===== src/inc/bldc_pkg.sv =====
// Constants, field layouts and carriers of the six-step commutation block.
// Assumes a 32-bit APB bus with byte addresses on paddr.
package bldc_pkg;
  // Register byte offsets
  localparam logic [7:0] OFS_CTRL = 8'h00;
  localparam logic [7:0] OFS_ANGLE = 8'h04;
  localparam logic [7:0] OFS_STATE = 8'h08;
  localparam logic [7:0] OFS_FLAGS = 8'h0c;
  localparam logic [7:0] OFS_BASE = 8'h10;
  localparam logic [7:0] OFS_TIME = 8'h14;
  localparam logic [7:0] OFS_ADC = 8'h18;
  localparam logic [7:0] OFS_DRIVE = 8'h1c;
  localparam logic [2:0] OFS_TABLE_PAGE = 3'h1;
  // Reset values
  localparam logic [31:0] RST_CTRL = 32'h0000_0000;
  localparam logic [7:0] RST_COEFF = 8'h10;
  // Pending flag positions
  localparam int F_MASK = 0;
  localparam int F_POS = 1;
  localparam int F_WS = 2;
  localparam int F_RO = 3;
  localparam int F_BO = 4;
  localparam int F_ADC = 5;
  // Encodings
  localparam logic [1:0] TRIG_SW = 2'b00;
  localparam logic [1:0] TRIG_RELOAD = 2'b01;
  localparam logic [1:0] TRIG_POS = 2'b10;
  localparam logic [1:0] SRC_HALL = 2'b00;
  localparam logic [1:0] SRC_CMP = 2'b01;
  localparam logic [1:0] SRC_ADC = 2'b10;
  // Noise filter widths in system clocks
  localparam logic [6:0] FILT_W1 = 7'd8;
  localparam logic [6:0] FILT_W2 = 7'd32;
  localparam logic [6:0] FILT_W3 = 7'd64;
  localparam int ANGLE_SHIFT = 7;
  localparam int COEFF_FRAC = 4;

  typedef struct packed {
    logic [2:0] sel;
    logic [11:0] drv;
  } entry_t;

  typedef struct packed {
    logic [1:0] filt_w;
    logic [1:0] src;
    logic [2:0] psc;
    logic cap_src;
    logic autoload;
    logic reload_en;
    logic base_en;
    logic [1:0] avg;
    logic forced;
    logic [1:0] trig;
  } ctrl_t;

  typedef enum logic {RL_MASK, RL_DELAY} rl_phase_t;
endpackage


===== src/rtl/pos_noise_filter.sv =====
// Glitch filter for the three position inputs.
// Assumes inputs synchronous to pclk; a change passes once it holds.
`timescale 1ns/1ps
module pos_noise_filter
  import bldc_pkg::*;
#(
  parameter int CH = 3
) (
  input wire logic pclk,
  input wire logic presetn,
  input wire logic ce,
  input wire logic [1:0] width_sel,
  input wire logic [CH-1:0] din,
  output logic [CH-1:0] dout
);
  if (CH < 1) begin : g_chk
    $error("pos_noise_filter needs at least one channel");
  end
  logic [6:0] need;
  assign need = (width_sel == 2'd1) ? FILT_W1 :
                (width_sel == 2'd2) ? FILT_W2 : FILT_W3;
  for (genvar i = 0; i < CH; i++) begin : g_ch
    logic [6:0] cnt;
    always_ff @(posedge pclk or negedge presetn) begin
      if (!presetn) begin
        cnt <= '0;
        dout[i] <= 1'b0;
      end else if (ce) begin
        if (width_sel == 2'd0 || din[i] == dout[i]) begin
          cnt <= '0;
          dout[i] <= din[i];
        end else if (cnt == need - 7'd1) begin
          cnt <= '0;
          dout[i] <= din[i];
        end else begin
          cnt <= cnt + 7'd1;
        end
      end
    end
  end
endmodule


===== src/rtl/interval_averager.sv =====
// Averages the last 1, 2, 4 or 8 captured intervals.
// Assumes one sample pulse per capture; history starts at zero.
`timescale 1ns/1ps
module interval_averager #(
  parameter int W = 16
) (
  input wire logic pclk,
  input wire logic presetn,
  input wire logic ce,
  input wire logic sample,
  input wire logic [1:0] depth,
  input wire logic [W-1:0] din,
  output logic [W-1:0] avg
);
  if (W < 8) begin : g_chk
    $error("interval_averager width too small");
  end
  logic [W-1:0] hist [0:7];
  logic [W+2:0] sum;
  always_comb begin
    sum = '0;
    for (int i = 0; i < 8; i++) begin
      if (i < (1 << depth)) begin
        sum = sum + (W+3)'(hist[i]);
      end
    end
  end
  always_ff @(posedge pclk or negedge presetn) begin
    if (!presetn) begin
      for (int i = 0; i < 8; i++) hist[i] <= '0;
      avg <= '0;
    end else if (ce) begin
      if (sample) begin
        hist[0] <= din;
        for (int i = 1; i < 8; i++) hist[i] <= hist[i-1];
      end
      avg <= W'(sum >> depth);
    end
  end
endmodule


===== src/rtl/bldc_six_step_commutation.sv =====
// Six-step BLDC commutation timer with APB register access.
// Assumes position inputs and ADC samples synchronous to pclk.
//
// Implementation choices: the register addresses and the APB slave port.
`timescale 1ns/1ps
module bldc_six_step_commutation
  import bldc_pkg::*;
#(
  parameter int CNT_W = 16,
  parameter int ADC_W = 12
) (
  input wire logic pclk,
  input wire logic presetn,
  input wire logic ce,
  input wire logic [7:0] paddr,
  input wire logic psel,
  input wire logic penable,
  input wire logic pwrite,
  input wire logic [31:0] pwdata,
  output logic [31:0] prdata,
  output logic pready,
  output logic pslverr,
  input wire logic [2:0] hall_in,
  input wire logic [2:0] cmp_in,
  input wire logic adc_valid,
  input wire logic [ADC_W-1:0] adc_active,
  input wire logic [ADC_W-1:0] adc_floating,
  output logic cmp_enable,
  output logic adc_start,
  output logic [11:0] driver_command_word,
  output logic [2:0] comparator_select
);
  if (CNT_W != 16 || ADC_W < 4 || ADC_W > 15) begin : g_chk
    $error("unsupported counter or ADC width");
  end

  function automatic logic [CNT_W-1:0] scale(input logic [CNT_W-1:0] t,
                                              input logic [6:0] ang);
    logic [CNT_W+6:0] p;
    p = (CNT_W+7)'(t) * (CNT_W+7)'(ang);
    return CNT_W'(p >> ANGLE_SHIFT);
  endfunction

  function automatic logic edge_hit(input logic [2:0] s,
                                    input logic [2:0] c,
                                    input logic [2:0] p);
    unique case (s)
      3'd1: return c[0] & ~p[0];
      3'd2: return ~c[2] & p[2];
      3'd3: return c[1] & ~p[1];
      3'd4: return ~c[0] & p[0];
      3'd5: return c[2] & ~p[2];
      3'd6: return ~c[1] & p[1];
      3'd7: return |(c ^ p);
      default: return 1'b0;
    endcase
  endfunction

  ctrl_t ctrl;
  logic [6:0] mask_angle;
  logic [6:0] commute_delay_angle;
  logic [7:0] coeff;
  logic [2:0] commutation_state;
  logic [5:0] pending;
  entry_t state_table_entry [1:7];
  logic [CNT_W-1:0] base_counter;
  logic [CNT_W-1:0] base_limit;
  logic [CNT_W-1:0] interval_capture;
  logic [CNT_W-1:0] filtered_base_time;
  logic [CNT_W-1:0] reload_cnt;
  logic [CNT_W-1:0] reload_limit;
  rl_phase_t rl_phase;
  logic masking;
  logic zc_seen;
  logic sw_xfer;
  logic [6:0] psc_cnt;
  logic [2:0] pos_filt;
  logic [2:0] pos_prev;
  logic adc_sign;
  logic adc_have;
  logic [16:0] adc_pos_result;

  // APB decode
  wire wr = psel & penable & pwrite & ce;
  wire table_hit = (paddr[7:5] == OFS_TABLE_PAGE) && (paddr[4:2] != 3'd0);
  wire [2:0] tidx = paddr[4:2];
  wire mapped = table_hit || paddr == OFS_CTRL || paddr == OFS_ANGLE ||
                paddr == OFS_STATE || paddr == OFS_FLAGS ||
                paddr == OFS_BASE || paddr == OFS_TIME ||
                paddr == OFS_ADC || paddr == OFS_DRIVE;
  wire wr_ctrl = wr && paddr == OFS_CTRL;
  wire wr_angle = wr && paddr == OFS_ANGLE;
  wire wr_state = wr && paddr == OFS_STATE;
  wire wr_flags = wr && paddr == OFS_FLAGS;
  wire wr_base = wr && paddr == OFS_BASE;
  assign pready = ce;
  assign pslverr = psel & penable & ~mapped;

  logic [31:0] rd_mux;
  always_comb begin
    rd_mux = 32'h0000_0000;
    if (table_hit) rd_mux = 32'(state_table_entry[tidx]);
    unique case (paddr)
      OFS_CTRL: rd_mux = 32'(ctrl);
      OFS_ANGLE: rd_mux = {8'h00, coeff, 1'b0, commute_delay_angle,
                           1'b0, mask_angle};
      OFS_STATE: rd_mux = {29'h0, commutation_state};
      OFS_FLAGS: rd_mux = {26'h0, pending};
      OFS_BASE: rd_mux = {base_counter, base_limit};
      OFS_TIME: rd_mux = {interval_capture, filtered_base_time};
      OFS_ADC: rd_mux = {15'h0, adc_pos_result};
      OFS_DRIVE: rd_mux = {17'h0, comparator_select, driver_command_word};
      default: ;
    endcase
  end

  wire [6:0] psc_mask = 7'((8'h01 << ctrl.psc) - 8'h01);
  wire tick = (psc_cnt & psc_mask) == psc_mask;

  wire [2:0] pos_raw = (ctrl.src == SRC_CMP) ? cmp_in : hall_in;
  pos_noise_filter #(.CH(3)) u_filt (
    .pclk(pclk),
    .presetn(presetn),
    .ce(ce),
    .width_sel(ctrl.filt_w),
    .din(pos_raw),
    .dout(pos_filt)
  );

  wire pd_evt = ctrl.src != SRC_ADC && ctrl.src != 2'b11 && !masking &&
                edge_hit(comparator_select, pos_filt, pos_prev);
  wire [ADC_W+7:0] kprod = (ADC_W+8)'(coeff) * (ADC_W+8)'(adc_active);
  wire [16:0] adc_diff = 17'(kprod >> COEFF_FRAC) - 17'(adc_floating);
  wire adc_evt = ctrl.src == SRC_ADC && adc_valid && !masking &&
                 adc_have && adc_diff[16] != adc_sign;
  wire pd_any = pd_evt | adc_evt;

  // a crossing in the window blocks overflow
  wire base_hit = ctrl.base_en & tick & base_counter == base_limit &
                  ~zc_seen;
  wire force_evt = base_hit & ctrl.forced;
  wire ro_evt = ctrl.reload_en & tick & reload_cnt >= reload_limit;
  wire xfer_go = force_evt ||
                 (ctrl.trig == TRIG_SW && sw_xfer) ||
                 (ctrl.trig == TRIG_RELOAD && ro_evt && rl_phase == RL_DELAY) ||
                 (ctrl.trig == TRIG_POS && pd_any);
  wire base_rst = ctrl.cap_src ? pd_any : xfer_go;

  assign cmp_enable = ctrl.src == SRC_CMP && commutation_state != 3'd0;
  assign adc_start = ctrl.src == SRC_ADC && commutation_state != 3'd0;

  interval_averager #(.W(CNT_W)) u_avg (
    .pclk(pclk),
    .presetn(presetn),
    .ce(ce),
    .sample(base_rst),
    .depth(ctrl.avg),
    .din(base_counter),
    .avg(filtered_base_time)
  );

  // pending flags, set wins over clear
  wire [5:0] set_flags = {adc_evt, base_hit, ro_evt, xfer_go,
                          pd_evt, ro_evt && rl_phase == RL_MASK};
  wire [5:0] clr_flags = wr_flags ? ~pwdata[5:0] : 6'h00;

  always_ff @(posedge pclk or negedge presetn) begin
    if (!presetn) begin
      prdata <= 32'h0000_0000;
      ctrl <= ctrl_t'(RST_CTRL[$bits(ctrl_t)-1:0]);
      mask_angle <= 7'h00;
      commute_delay_angle <= 7'h00;
      coeff <= RST_COEFF;
      pending <= 6'h00;
      sw_xfer <= 1'b0;
      psc_cnt <= 7'h00;
      pos_prev <= 3'h0;
      adc_sign <= 1'b0;
      adc_have <= 1'b0;
      adc_pos_result <= 17'h0_0000;
    end else if (ce) begin
      if (psel && !penable) prdata <= rd_mux;
      if (wr_ctrl) ctrl <= ctrl_t'(pwdata[$bits(ctrl_t)-1:0]);
      if (pd_any || xfer_go) ctrl.reload_en <= 1'b1;
      else if (ro_evt) ctrl.reload_en <= 1'b0;
      if (wr_angle) begin
        mask_angle <= pwdata[6:0];
        commute_delay_angle <= pwdata[14:8];
        coeff <= pwdata[23:16];
      end
      pending <= (pending & ~clr_flags) | set_flags;
      // state write requests transfer on the next cycle
      sw_xfer <= wr_state;
      psc_cnt <= psc_cnt + 7'h01;
      pos_prev <= pos_filt;
      if (adc_valid && ctrl.src == SRC_ADC) begin
        adc_sign <= adc_diff[16];
        adc_have <= 1'b1;
        adc_pos_result <= adc_diff;
      end
    end
  end

  always_ff @(posedge pclk or negedge presetn) begin
    if (!presetn) begin
      commutation_state <= 3'd0;
      driver_command_word <= 12'h000;
      comparator_select <= 3'd0;
      for (int i = 1; i < 8; i++) state_table_entry[i] <= '0;
    end else if (ce) begin
      if (wr && table_hit) state_table_entry[tidx] <= entry_t'(pwdata[14:0]);
      if (wr_state) begin
        commutation_state <= pwdata[2:0];
      end else if (xfer_go) begin
        if (commutation_state == 3'd6) commutation_state <= 3'd1;
        else if (commutation_state != 3'd0 && commutation_state != 3'd7)
          commutation_state <= commutation_state + 3'd1;
      end
      if (xfer_go) begin
        if (commutation_state == 3'd0) begin
          driver_command_word <= 12'h000;
          comparator_select <= 3'd0;
        end else begin
          driver_command_word <= state_table_entry[commutation_state].drv;
          comparator_select <= state_table_entry[commutation_state].sel;
        end
      end
    end
  end

  always_ff @(posedge pclk or negedge presetn) begin
    if (!presetn) begin
      base_counter <= '0;
      base_limit <= '1;
      interval_capture <= '0;
      zc_seen <= 1'b0;
    end else if (ce) begin
      if (base_rst) interval_capture <= base_counter;
      if (base_rst || force_evt) base_counter <= '0;
      else if (ctrl.base_en && tick) base_counter <= base_counter + 1'b1;
      if (base_rst && ctrl.autoload) base_limit <= filtered_base_time;
      else if (wr_base) base_limit <= pwdata[CNT_W-1:0];
      if (pd_any) zc_seen <= 1'b1;
      else if (xfer_go) zc_seen <= 1'b0;
    end
  end

  always_ff @(posedge pclk or negedge presetn) begin
    if (!presetn) begin
      reload_cnt <= '0;
      reload_limit <= '0;
      rl_phase <= RL_MASK;
      masking <= 1'b0;
    end else if (ce) begin
      if (xfer_go) begin
        reload_cnt <= '0;
        reload_limit <= scale(filtered_base_time, mask_angle);
        rl_phase <= RL_MASK;
        masking <= 1'b1;
      end else if (pd_any) begin
        reload_cnt <= '0;
        reload_limit <= scale(filtered_base_time, commute_delay_angle);
        rl_phase <= RL_DELAY;
      end else if (ro_evt) begin
        reload_cnt <= '0;
        unique case (rl_phase)
          RL_MASK: masking <= 1'b0;
          RL_DELAY: ;
        endcase
      end else if (ctrl.reload_en && tick) begin
        reload_cnt <= reload_cnt + 1'b1;
      end
    end
  end
endmodule


===== config.mk =====
export PLATFORM = sky130hd
export DESIGN_NAME = bldc_six_step_commutation
export DESIGN_NICKNAME = d
export VERILOG_FILES = /design/src/inc/bldc_pkg.sv /design/src/rtl/pos_noise_filter.sv /design/src/rtl/interval_averager.sv /design/src/rtl/bldc_six_step_commutation.sv
export SDC_FILE = /design/constraint.sdc
export NUM_CORES = 2
export LEC_CHECK = 0
export ABC_CLOCK_PERIOD_IN_PS = 17500
export BUFFER_PORTS_ARGS = -buffer_cell sky130_fd_sc_hd__buf_2
export CAP_MARGIN = 15
export CORE_MARGIN = 1.5
export CORE_UTILIZATION = 30
export DETAILED_ROUTE_END_ITERATION = 16
export MAX_ROUTING_LAYER = met4
export PLACE_DENSITY = 0.48
export SLEW_MARGIN = 20
export SYNTH_ARGS = -nofsm -noshare
export SYNTH_HDL_FRONTEND = slang
export SYNTH_SLANG_ARGS = --single-unit
export TNS_END_PERCENT = 50

===== constraint.sdc =====
create_clock -name pclk -period 17.5 [get_ports pclk]
set_clock_uncertainty 0.1 [all_clocks]
set_input_delay 1.75 -clock pclk [delete_from_list [all_inputs] [get_ports pclk]]
set_output_delay 1.75 -clock pclk [all_outputs]
set_load 0.01 [all_outputs]

Yosys cells after proc, flatten, opt, wreduce, memory -nomap -nowiden
Index checks and enable logic that the tools add are counted.
{ "word_totals": {"register_bits": 464, "input_bits": 77, "output_inout_bits": 51, "elab_cells": 309} }
{ "classes": {"n_addsub": 17, "mul": 3, "n_lt_le_gt_ge": 12, "eq_ne": 36, "shift": 3, "n_mux": 64, "n_bitwise": 34, "reduce_logical": 80} }
{ "op_table": {"columns": ["cell", "n"], "rows": [
  ["$pmux W32 S8", 1],
  ["$mux W16", 11],
  ["$mux W19", 7],
  ["$lt A4 B32 Y1 const A", 4],
  ["$add A19 B16 Y19", 6],
  ["$bwmux W105", 1],
  ["$bmux W15 S3", 2],
  ["$mux W15", 6],
  ["$lt A3 B32 Y1 const A", 2],
  ["$mux W7", 9],
  ["$mul A16 B7 Y23", 2],
  ["$demux W15 S3", 1],
  ["$add A16 B1 Y16 const B", 2],
  ["$eq A8 B5 Y1 const B", 4],
  ["$lt A1 B32 Y1 const A", 1],
  ["$lt A2 B32 Y1 const A", 1],
  ["$shl A1 B2 Y32 const A", 1],
  ["$reduce_and A2 Y1", 15],
  ["$add A7 B1 Y7 const B", 4],
  ["$eq A7 B7 Y1", 4],
  ["$logic_and A1 B1 Y1", 27],
  ["$mul A8 B12 Y20", 1],
  ["$shr A19 B2 Y16", 1],
  ["$mux W3", 6],
  ["other kinds (45)", 130]
]} }

Longest topological paths before layout
{ "depth": {"word_depth": 18, "depth_mapped": 59, "ltp_nobuf": 58} }

Hierarchy
Synthesis repeated with hierarchy kept, for this count alone.
{ "hier_totals": {"hier_cells": 4107, "area_unflattened_um2": 39362.8} }
{ "modules_own_cells": {"columns": ["mod", "instances", "cells_each", "area_per_inst_um2", "seq_area_each_um2"], "rows": [
  ["bldc_six_step_commutation", 1, 2690, 25864.8, 7803.7],
  ["interval_averager", 1, 1270, 12089.1, 3603.5],
  ["pos_noise_filter", 1, 147, 1408.9, 600.6]
]} }

Worst setup path after synthesis
OpenSTA, ideal clock, no wires.
{ "synth_timing": {"kind": "reg2reg", "from": "reg ctrl[4] in the netlist's numbering", "to": "reg u_avg.avg[15]", "setup_ps": 87, "t_arrival_ps": 9522, "t_required_ps": 17313, "setup_slack_ps": 7792, "stages_incl_launch_ff": 58, "path_buffers": 3, "period_less_slack_ps": 9708, "cell_sequence": "dfrtp_1 > clkbuf_1 > inv_2 > nand2_1 > clkbuf_1 > buf_1 > nand2_1 > nand2_1 > ha_1 > inv_1 > fa_1 > nor2b_1 > o31a_1 > a21oi_1 > a21o_1 > ha_1 > o21ai_0 > a21o_1 > [... 22 more ...] > a31oi_1 > a21o_1 > a21oi_1 > nor2b_1 > o21ai_0 > nand2b_1 > xor2_1 > nand2_1 > nand2_1 > ha_1 > nor2_1 > nor2_1 > a41oi_1 > a21oi_1 > and2_1 > a311oi_1 > o31ai_1 > a211oi_2"} }
{ "synth_between": {"elab_chain_cells": 18, "word_cells_on_any_way": 25, "classes_between": "7 x add/sub; 8 x order compare; 2 x shift; 8 x mux"} }
{ "synth_rtl": {"columns": ["element", "line", "text"], "rows": [
  ["start, declared", "bldc_six_step_commutation.sv:59", "ctrl_t ctrl;"],
  ["start signal, assigned", "bldc_six_step_commutation.sv:170", "ctrl <= ctrl_t'(RST_CTRL[$bits(ctrl_t)-1:0]);"],
  ["start signal, assigned", "bldc_six_step_commutation.sv:183", "if (wr_ctrl) ctrl <= ctrl_t'(pwdata[$bits(ctrl_t)-1:0]);"],
  ["$shl A1 B2 Y32", "interval_averager.sv:23", "if (i < (1 << depth)) begin"],
  ["$lt A1 B32 Y1", "interval_averager.sv:23", null],
  ["$mux W16", "interval_averager.sv:23", null],
  ["$add A16 B16 Y17", "interval_averager.sv:24", "sum = sum + (W+3)'(hist[i]);"],
  ["$mux W19", "interval_averager.sv:23", null],
  ["$add A19 B16 Y19", "interval_averager.sv:24", null],
  ["$mux W19", "interval_averager.sv:23", null],
  ["$add A19 B16 Y19", "interval_averager.sv:24", null],
  ["[... 2 more ...]", null, null],
  ["$mux W19", "interval_averager.sv:23", null],
  ["$add A19 B16 Y19", "interval_averager.sv:24", null],
  ["$mux W19", "interval_averager.sv:23", null],
  ["$add A19 B16 Y19", "interval_averager.sv:24", null],
  ["$mux W19", "interval_averager.sv:23", null],
  ["$add A19 B16 Y19", "interval_averager.sv:24", null],
  ["$mux W19", "interval_averager.sv:23", null],
  ["$shr A19 B2 Y16 *", "interval_averager.sv:37", "avg <= W'(sum >> depth);"],
  ["end signal, assigned", "interval_averager.sv:37", null],
  ["end, declared", "interval_averager.sv:13", "output logic [W-1:0] avg"]
]} }
Every way passes the cells marked *; elsewhere a longest branch is shown, timed or not.
A chain may end at the register's enable or synchronous reset.

Worst setup path in the final report
Same ends and word-level chain as after synthesis.

==> metrics list <==
- HPWL Detailed: 87.3 mm
- Number of placed I/O pins: 128
- Adder-Cell Fraction of Synth Area: 19.2%
- At the placement stage, the worst setup path has a slack of 6020 ps.
- Fraction of synthesis flops using an asynchronous set or reset pin: 100%
* Core region area: 0.128 mm2
- The final max-slew violation count is 0.
* Count of unique library cells instantiated by Yosys: 94
* Total setup violations reported at the end of the flow: 0
- The portion of synthesized area spent on multiplexers is 10.3%.
* Sw power: 829 uW
- Hold repair after CTS inserted 0 buffers.
- The internal power of the cells totals 2.03 mW.
- Delay of the slowest cell on the worst path: 630 ps
- Number of gates resized after cts: 0
- In this run, synthesis inferred 0 flip-flops with an integrated enable.
- Most used flip-flop cell after synthesis: sky130_fd_sc_hd__dfrtp_1
* Max transition margin: 28.5%
* Area taken by multi-input logic gates: 0.0249 mm2
* DIE HEIGHT: 362 um
- The finished layout holds 5876 standard cells, fillers aside.
- The flow ran to the end, and the final reports show no timing, DRC or antenna violations.
- The tool flagged a number of max-cap violations equal to 0.
- The final hold violation count was 0.
- On the critical path, the stage with the largest delay is an instance of sky130_fd_sc_hd__nand2_1.
- The detailed router placed 30500 vias in this run.
- For this design the static power due to leakage is 21.6 nW.
- The initialized floorplan defines 131 standard-cell rows.
- Cells with a size suffix above 1 make up 15.7% of the layout.
- Critical path peak fanout: 34
* Final weighted congestion in routability-driven placement: 0.866
* Post-CTS repair timing setup buffer count: 0
- The first routing iteration left 2430 violations.
* Clock tree from TritonCTS: yes
* Number of warnings reported in the yosys synthesis log: 0
- The first detailed-routing pass took 6 iterations.
- Highest clock frequency the design can meet: 0.0859 GHz
- Antenna-violating nets left: 0
- Most used standard cell by instance count after synthesis: sky130_fd_sc_hd__nand2_1
- After clock tree synthesis, the clock-pin slew on the worst setup and hold paths is 70 ps.
* Share of total power in sequential cells: 42.1%
- Number of standard cells after synthesis: 4171
- IR drop worst, VDD: 0.0720 mV
* CTS H-Tree Depth: 2
* Max Buffers Root-to-Sink: 3
* Antenna violations before repair: 10
- The share of total power dissipated in combinational logic is 12.4%.
- Final wirelength: 120 mm
- The first global-routing pass estimated 185 mm of wire.
- Flops & latches, synth: 463
- Setup TNS Final: 0 ps
* Starting Density: 30.2%
* Post-route setup slack: 5860 ps
* # nets final: 4705
* Worst Max-Slew Pin Slew: 1070 ps
- Clock period minus final worst setup slack: 11640 ps
- Simple-gate share of the synthesized area: 14.7%
- Total die area: 0.131 mm2
- Number of cells in the design after placement: 5761
* Clock latency at the later pin of the worst-skew pair: 680 ps
* Die Wd: 362 um
- In the routed design, unresolved DRC markers number 0.
* Largest net degree at the start of global routing: 108
- Yosys top cell by area: sky130_fd_sc_hd__dfrtp_1
- Global routing used 18.8% of the available tracks across all layers.
- Crit start category: flop
* Net switching share of the total power: 29.0%
* Top cells by count, synth: 554 x sky130_fd_sc_hd__nand2_1, 446 x sky130_fd_sc_hd__dfrtp_1, 318 x sky130_fd_sc_hd__inv_1
* Synthesized area: 0.0386 mm2
- After detailed routing, the average wire length per cell comes to 20.5 um.
* Share of the synthesized area in the top cell type: 28.9%
* Area of all sequential standard cells: 0.0116 mm2
- Measured on the finished design, the core utilization comes to 33.6%.
* Via-per-instance ratio: 5.18
- The path class of the tightest hold or removal check is flop to flop.
- Number of sinks on the clock net: 463
* Flop2flop setup slack: 5860 ps
- Final critical-path share of the clock period: 66.5%
* Minimum hold slack: 366 ps
* Arrival time reported for the critical path endpoint: 12120 ps
- WP data required: 17980 ps
* Syn nets: 4717
* Leading post-synthesis cells by cell area: sky130_fd_sc_hd__dfrtp_1 29%, sky130_fd_sc_hd__fa_1 11%, sky130_fd_sc_hd__ha_1 8.6%
- Setup repair after global routing missed its margin: no
* Number of global-route vias before repair: 30600
* Nature of the critical path endpoint: flop
- Clk network pwr share: 45.4%
- Cell area power density: 66.7 mW/mm2
- Sequential cells were found to cover 30.1% of the synthesized design area.
- Combinational family with the most area after synthesis: adder cells
- The total overflow left after global routing is 0.
- Final-layout fill cell count: 13100
- Synthesized area per cell: 9.26 um2
- Port buffering added 119 buffers.
* Clock tree root buffer cell: sky130_fd_sc_hd__clkbuf_16
- Type of the worst setup path: flop to flop
* Cts bufs inserted: 58
- The synthesized netlist devotes 4.18% of its cell area to XOR and XNOR gates.
- Area Growth Syn to Fin: 11.0%
- Fraction of the mapped netlist area in compound gates: 16.0%
## power groups by stage
stage / sequential, mW / clock [mW] / combinational (mW)
floorplan: 1.18 / 0 / 0.250
global placement: 1.22 / 0 / 0.355
detailed placement: 1.22 / 0 / 0.359
CTS: 1.20 / 1.33 / 0.361
global route: 1.21 / 1.37 / 0.404
finish: 1.20 / 1.30 / 0.355
## final timing paths
check | start | to | cells past startpoint
max | ctrl[4] | u_avg.avg[15] | 53
min | adc_have | adc_have | 1
max reg2reg | ctrl[4] | u_avg.avg[15] | 53
min reg2reg | adc_have | adc_have | 1
max in group asynchronous | presetn | driver_command_word[7] | 4
min in group asynchronous | presetn | reload_limit[15] | 1
## per-stage QoR
| step | cell area, um2 | power [mW] |
|---|---|---|
| finish | 42800 | 2.86 |
| global route | 42800 | 2.99 |
| CTS | 42800 | 2.90 |
| detailed placement | 40800 | 1.58 |
| global placement | 40800 | 1.58 |
| floorplan | 38600 | 1.43 |
## worst max-delay path: cells and delay by family (launching register included)
kind / cells / cell delay [ps]
AOI/OAI and AO/OA: 23 / 4500
and+or+nand+nor: 17 / 3180
adders and majority gates: 6 / 1960
xor gates and xnor gates: 4 / 600
DFF: 1 / 590
buffers and inverters: 3 / 570
## routing by layer
layer | GRT usage (%) | vias to the layer above | wire length, um
li1 | - | 14400 | -
met1 | 24.8 | 15200 | 55100
met2 | 29.8 | 714 | 55600
met3 | 3.09 | 159 | 6540
met4 | 5.19 | 0 | 3220
met5 | - | - | 0
## logic make-up after synthesis
group	Yosys count
AOI/OAI and AO/OA	940
xor gates and xnor gates	182
adders and majority gates	471
buffers and inverters	565
DFF	463
muxes	318
and+or+nand+nor	1232
## layout by cell type (no fill, tap or decap), types with 24 or more instances in the layout
master,n
sky130_fd_sc_hd__dfrtp_1,443
sky130_fd_sc_hd__nand3_1,45
sky130_fd_sc_hd__a21o_1,114
sky130_fd_sc_hd__xor2_1,68
sky130_fd_sc_hd__nand4_1,24
sky130_fd_sc_hd__a31oi_1,28
sky130_fd_sc_hd__buf_2,118
sky130_fd_sc_hd__a21oi_1,189
sky130_fd_sc_hd__fa_1,203
sky130_fd_sc_hd__nand2b_1,42
sky130_fd_sc_hd__nor2_1,244
sky130_fd_sc_hd__xnor2_1,113
sky130_fd_sc_hd__ha_1,266
sky130_fd_sc_hd__and3_1,43
sky130_fd_sc_hd__nor2b_1,35
sky130_fd_sc_hd__clkbuf_16,58
sky130_fd_sc_hd__nor3_1,43
sky130_fd_sc_hd__nand2_1,553
sky130_fd_sc_hd__mux2_2,261
sky130_fd_sc_hd__o31ai_1,25
sky130_fd_sc_hd__buf_4,54
sky130_fd_sc_hd__inv_1,318
sky130_fd_sc_hd__a22oi_1,54
sky130_fd_sc_hd__and2_1,120
sky130_fd_sc_hd__mux4_2,37
sky130_fd_sc_hd__o21a_1,42
sky130_fd_sc_hd__o21ai_0,280
## registers in the layout, summed over array words and instances (netlist names), 6 cells and up
register,cells
mask_angle,7
reload_cnt,16
prdata,32
coeff,8
ctrl,16
adc_pos_result,16
driver_command_word,12
base_counter,16
base_limit,16
u_filt.g_ch.cnt,21
state_table_entry,105
pending,6
u_avg.hist,112
commute_delay_angle,7
u_avg.avg,16
psc_cnt,7
reload_limit,16
interval_capture,16
## layout make-up
class	count	area share [%]
Inverter	320	2.80
Tap cell	1662	4.85
Antenna cell	5	0.0292
Clock inverter	37	0.943
Multi-Input combinational cell	3143	58.1
Sequential cell	463	27.1
Clock buffer	73	3.82
Timing Repair Buffer	173	2.36
No activity file was read; power rests on OpenSTA's default activity.
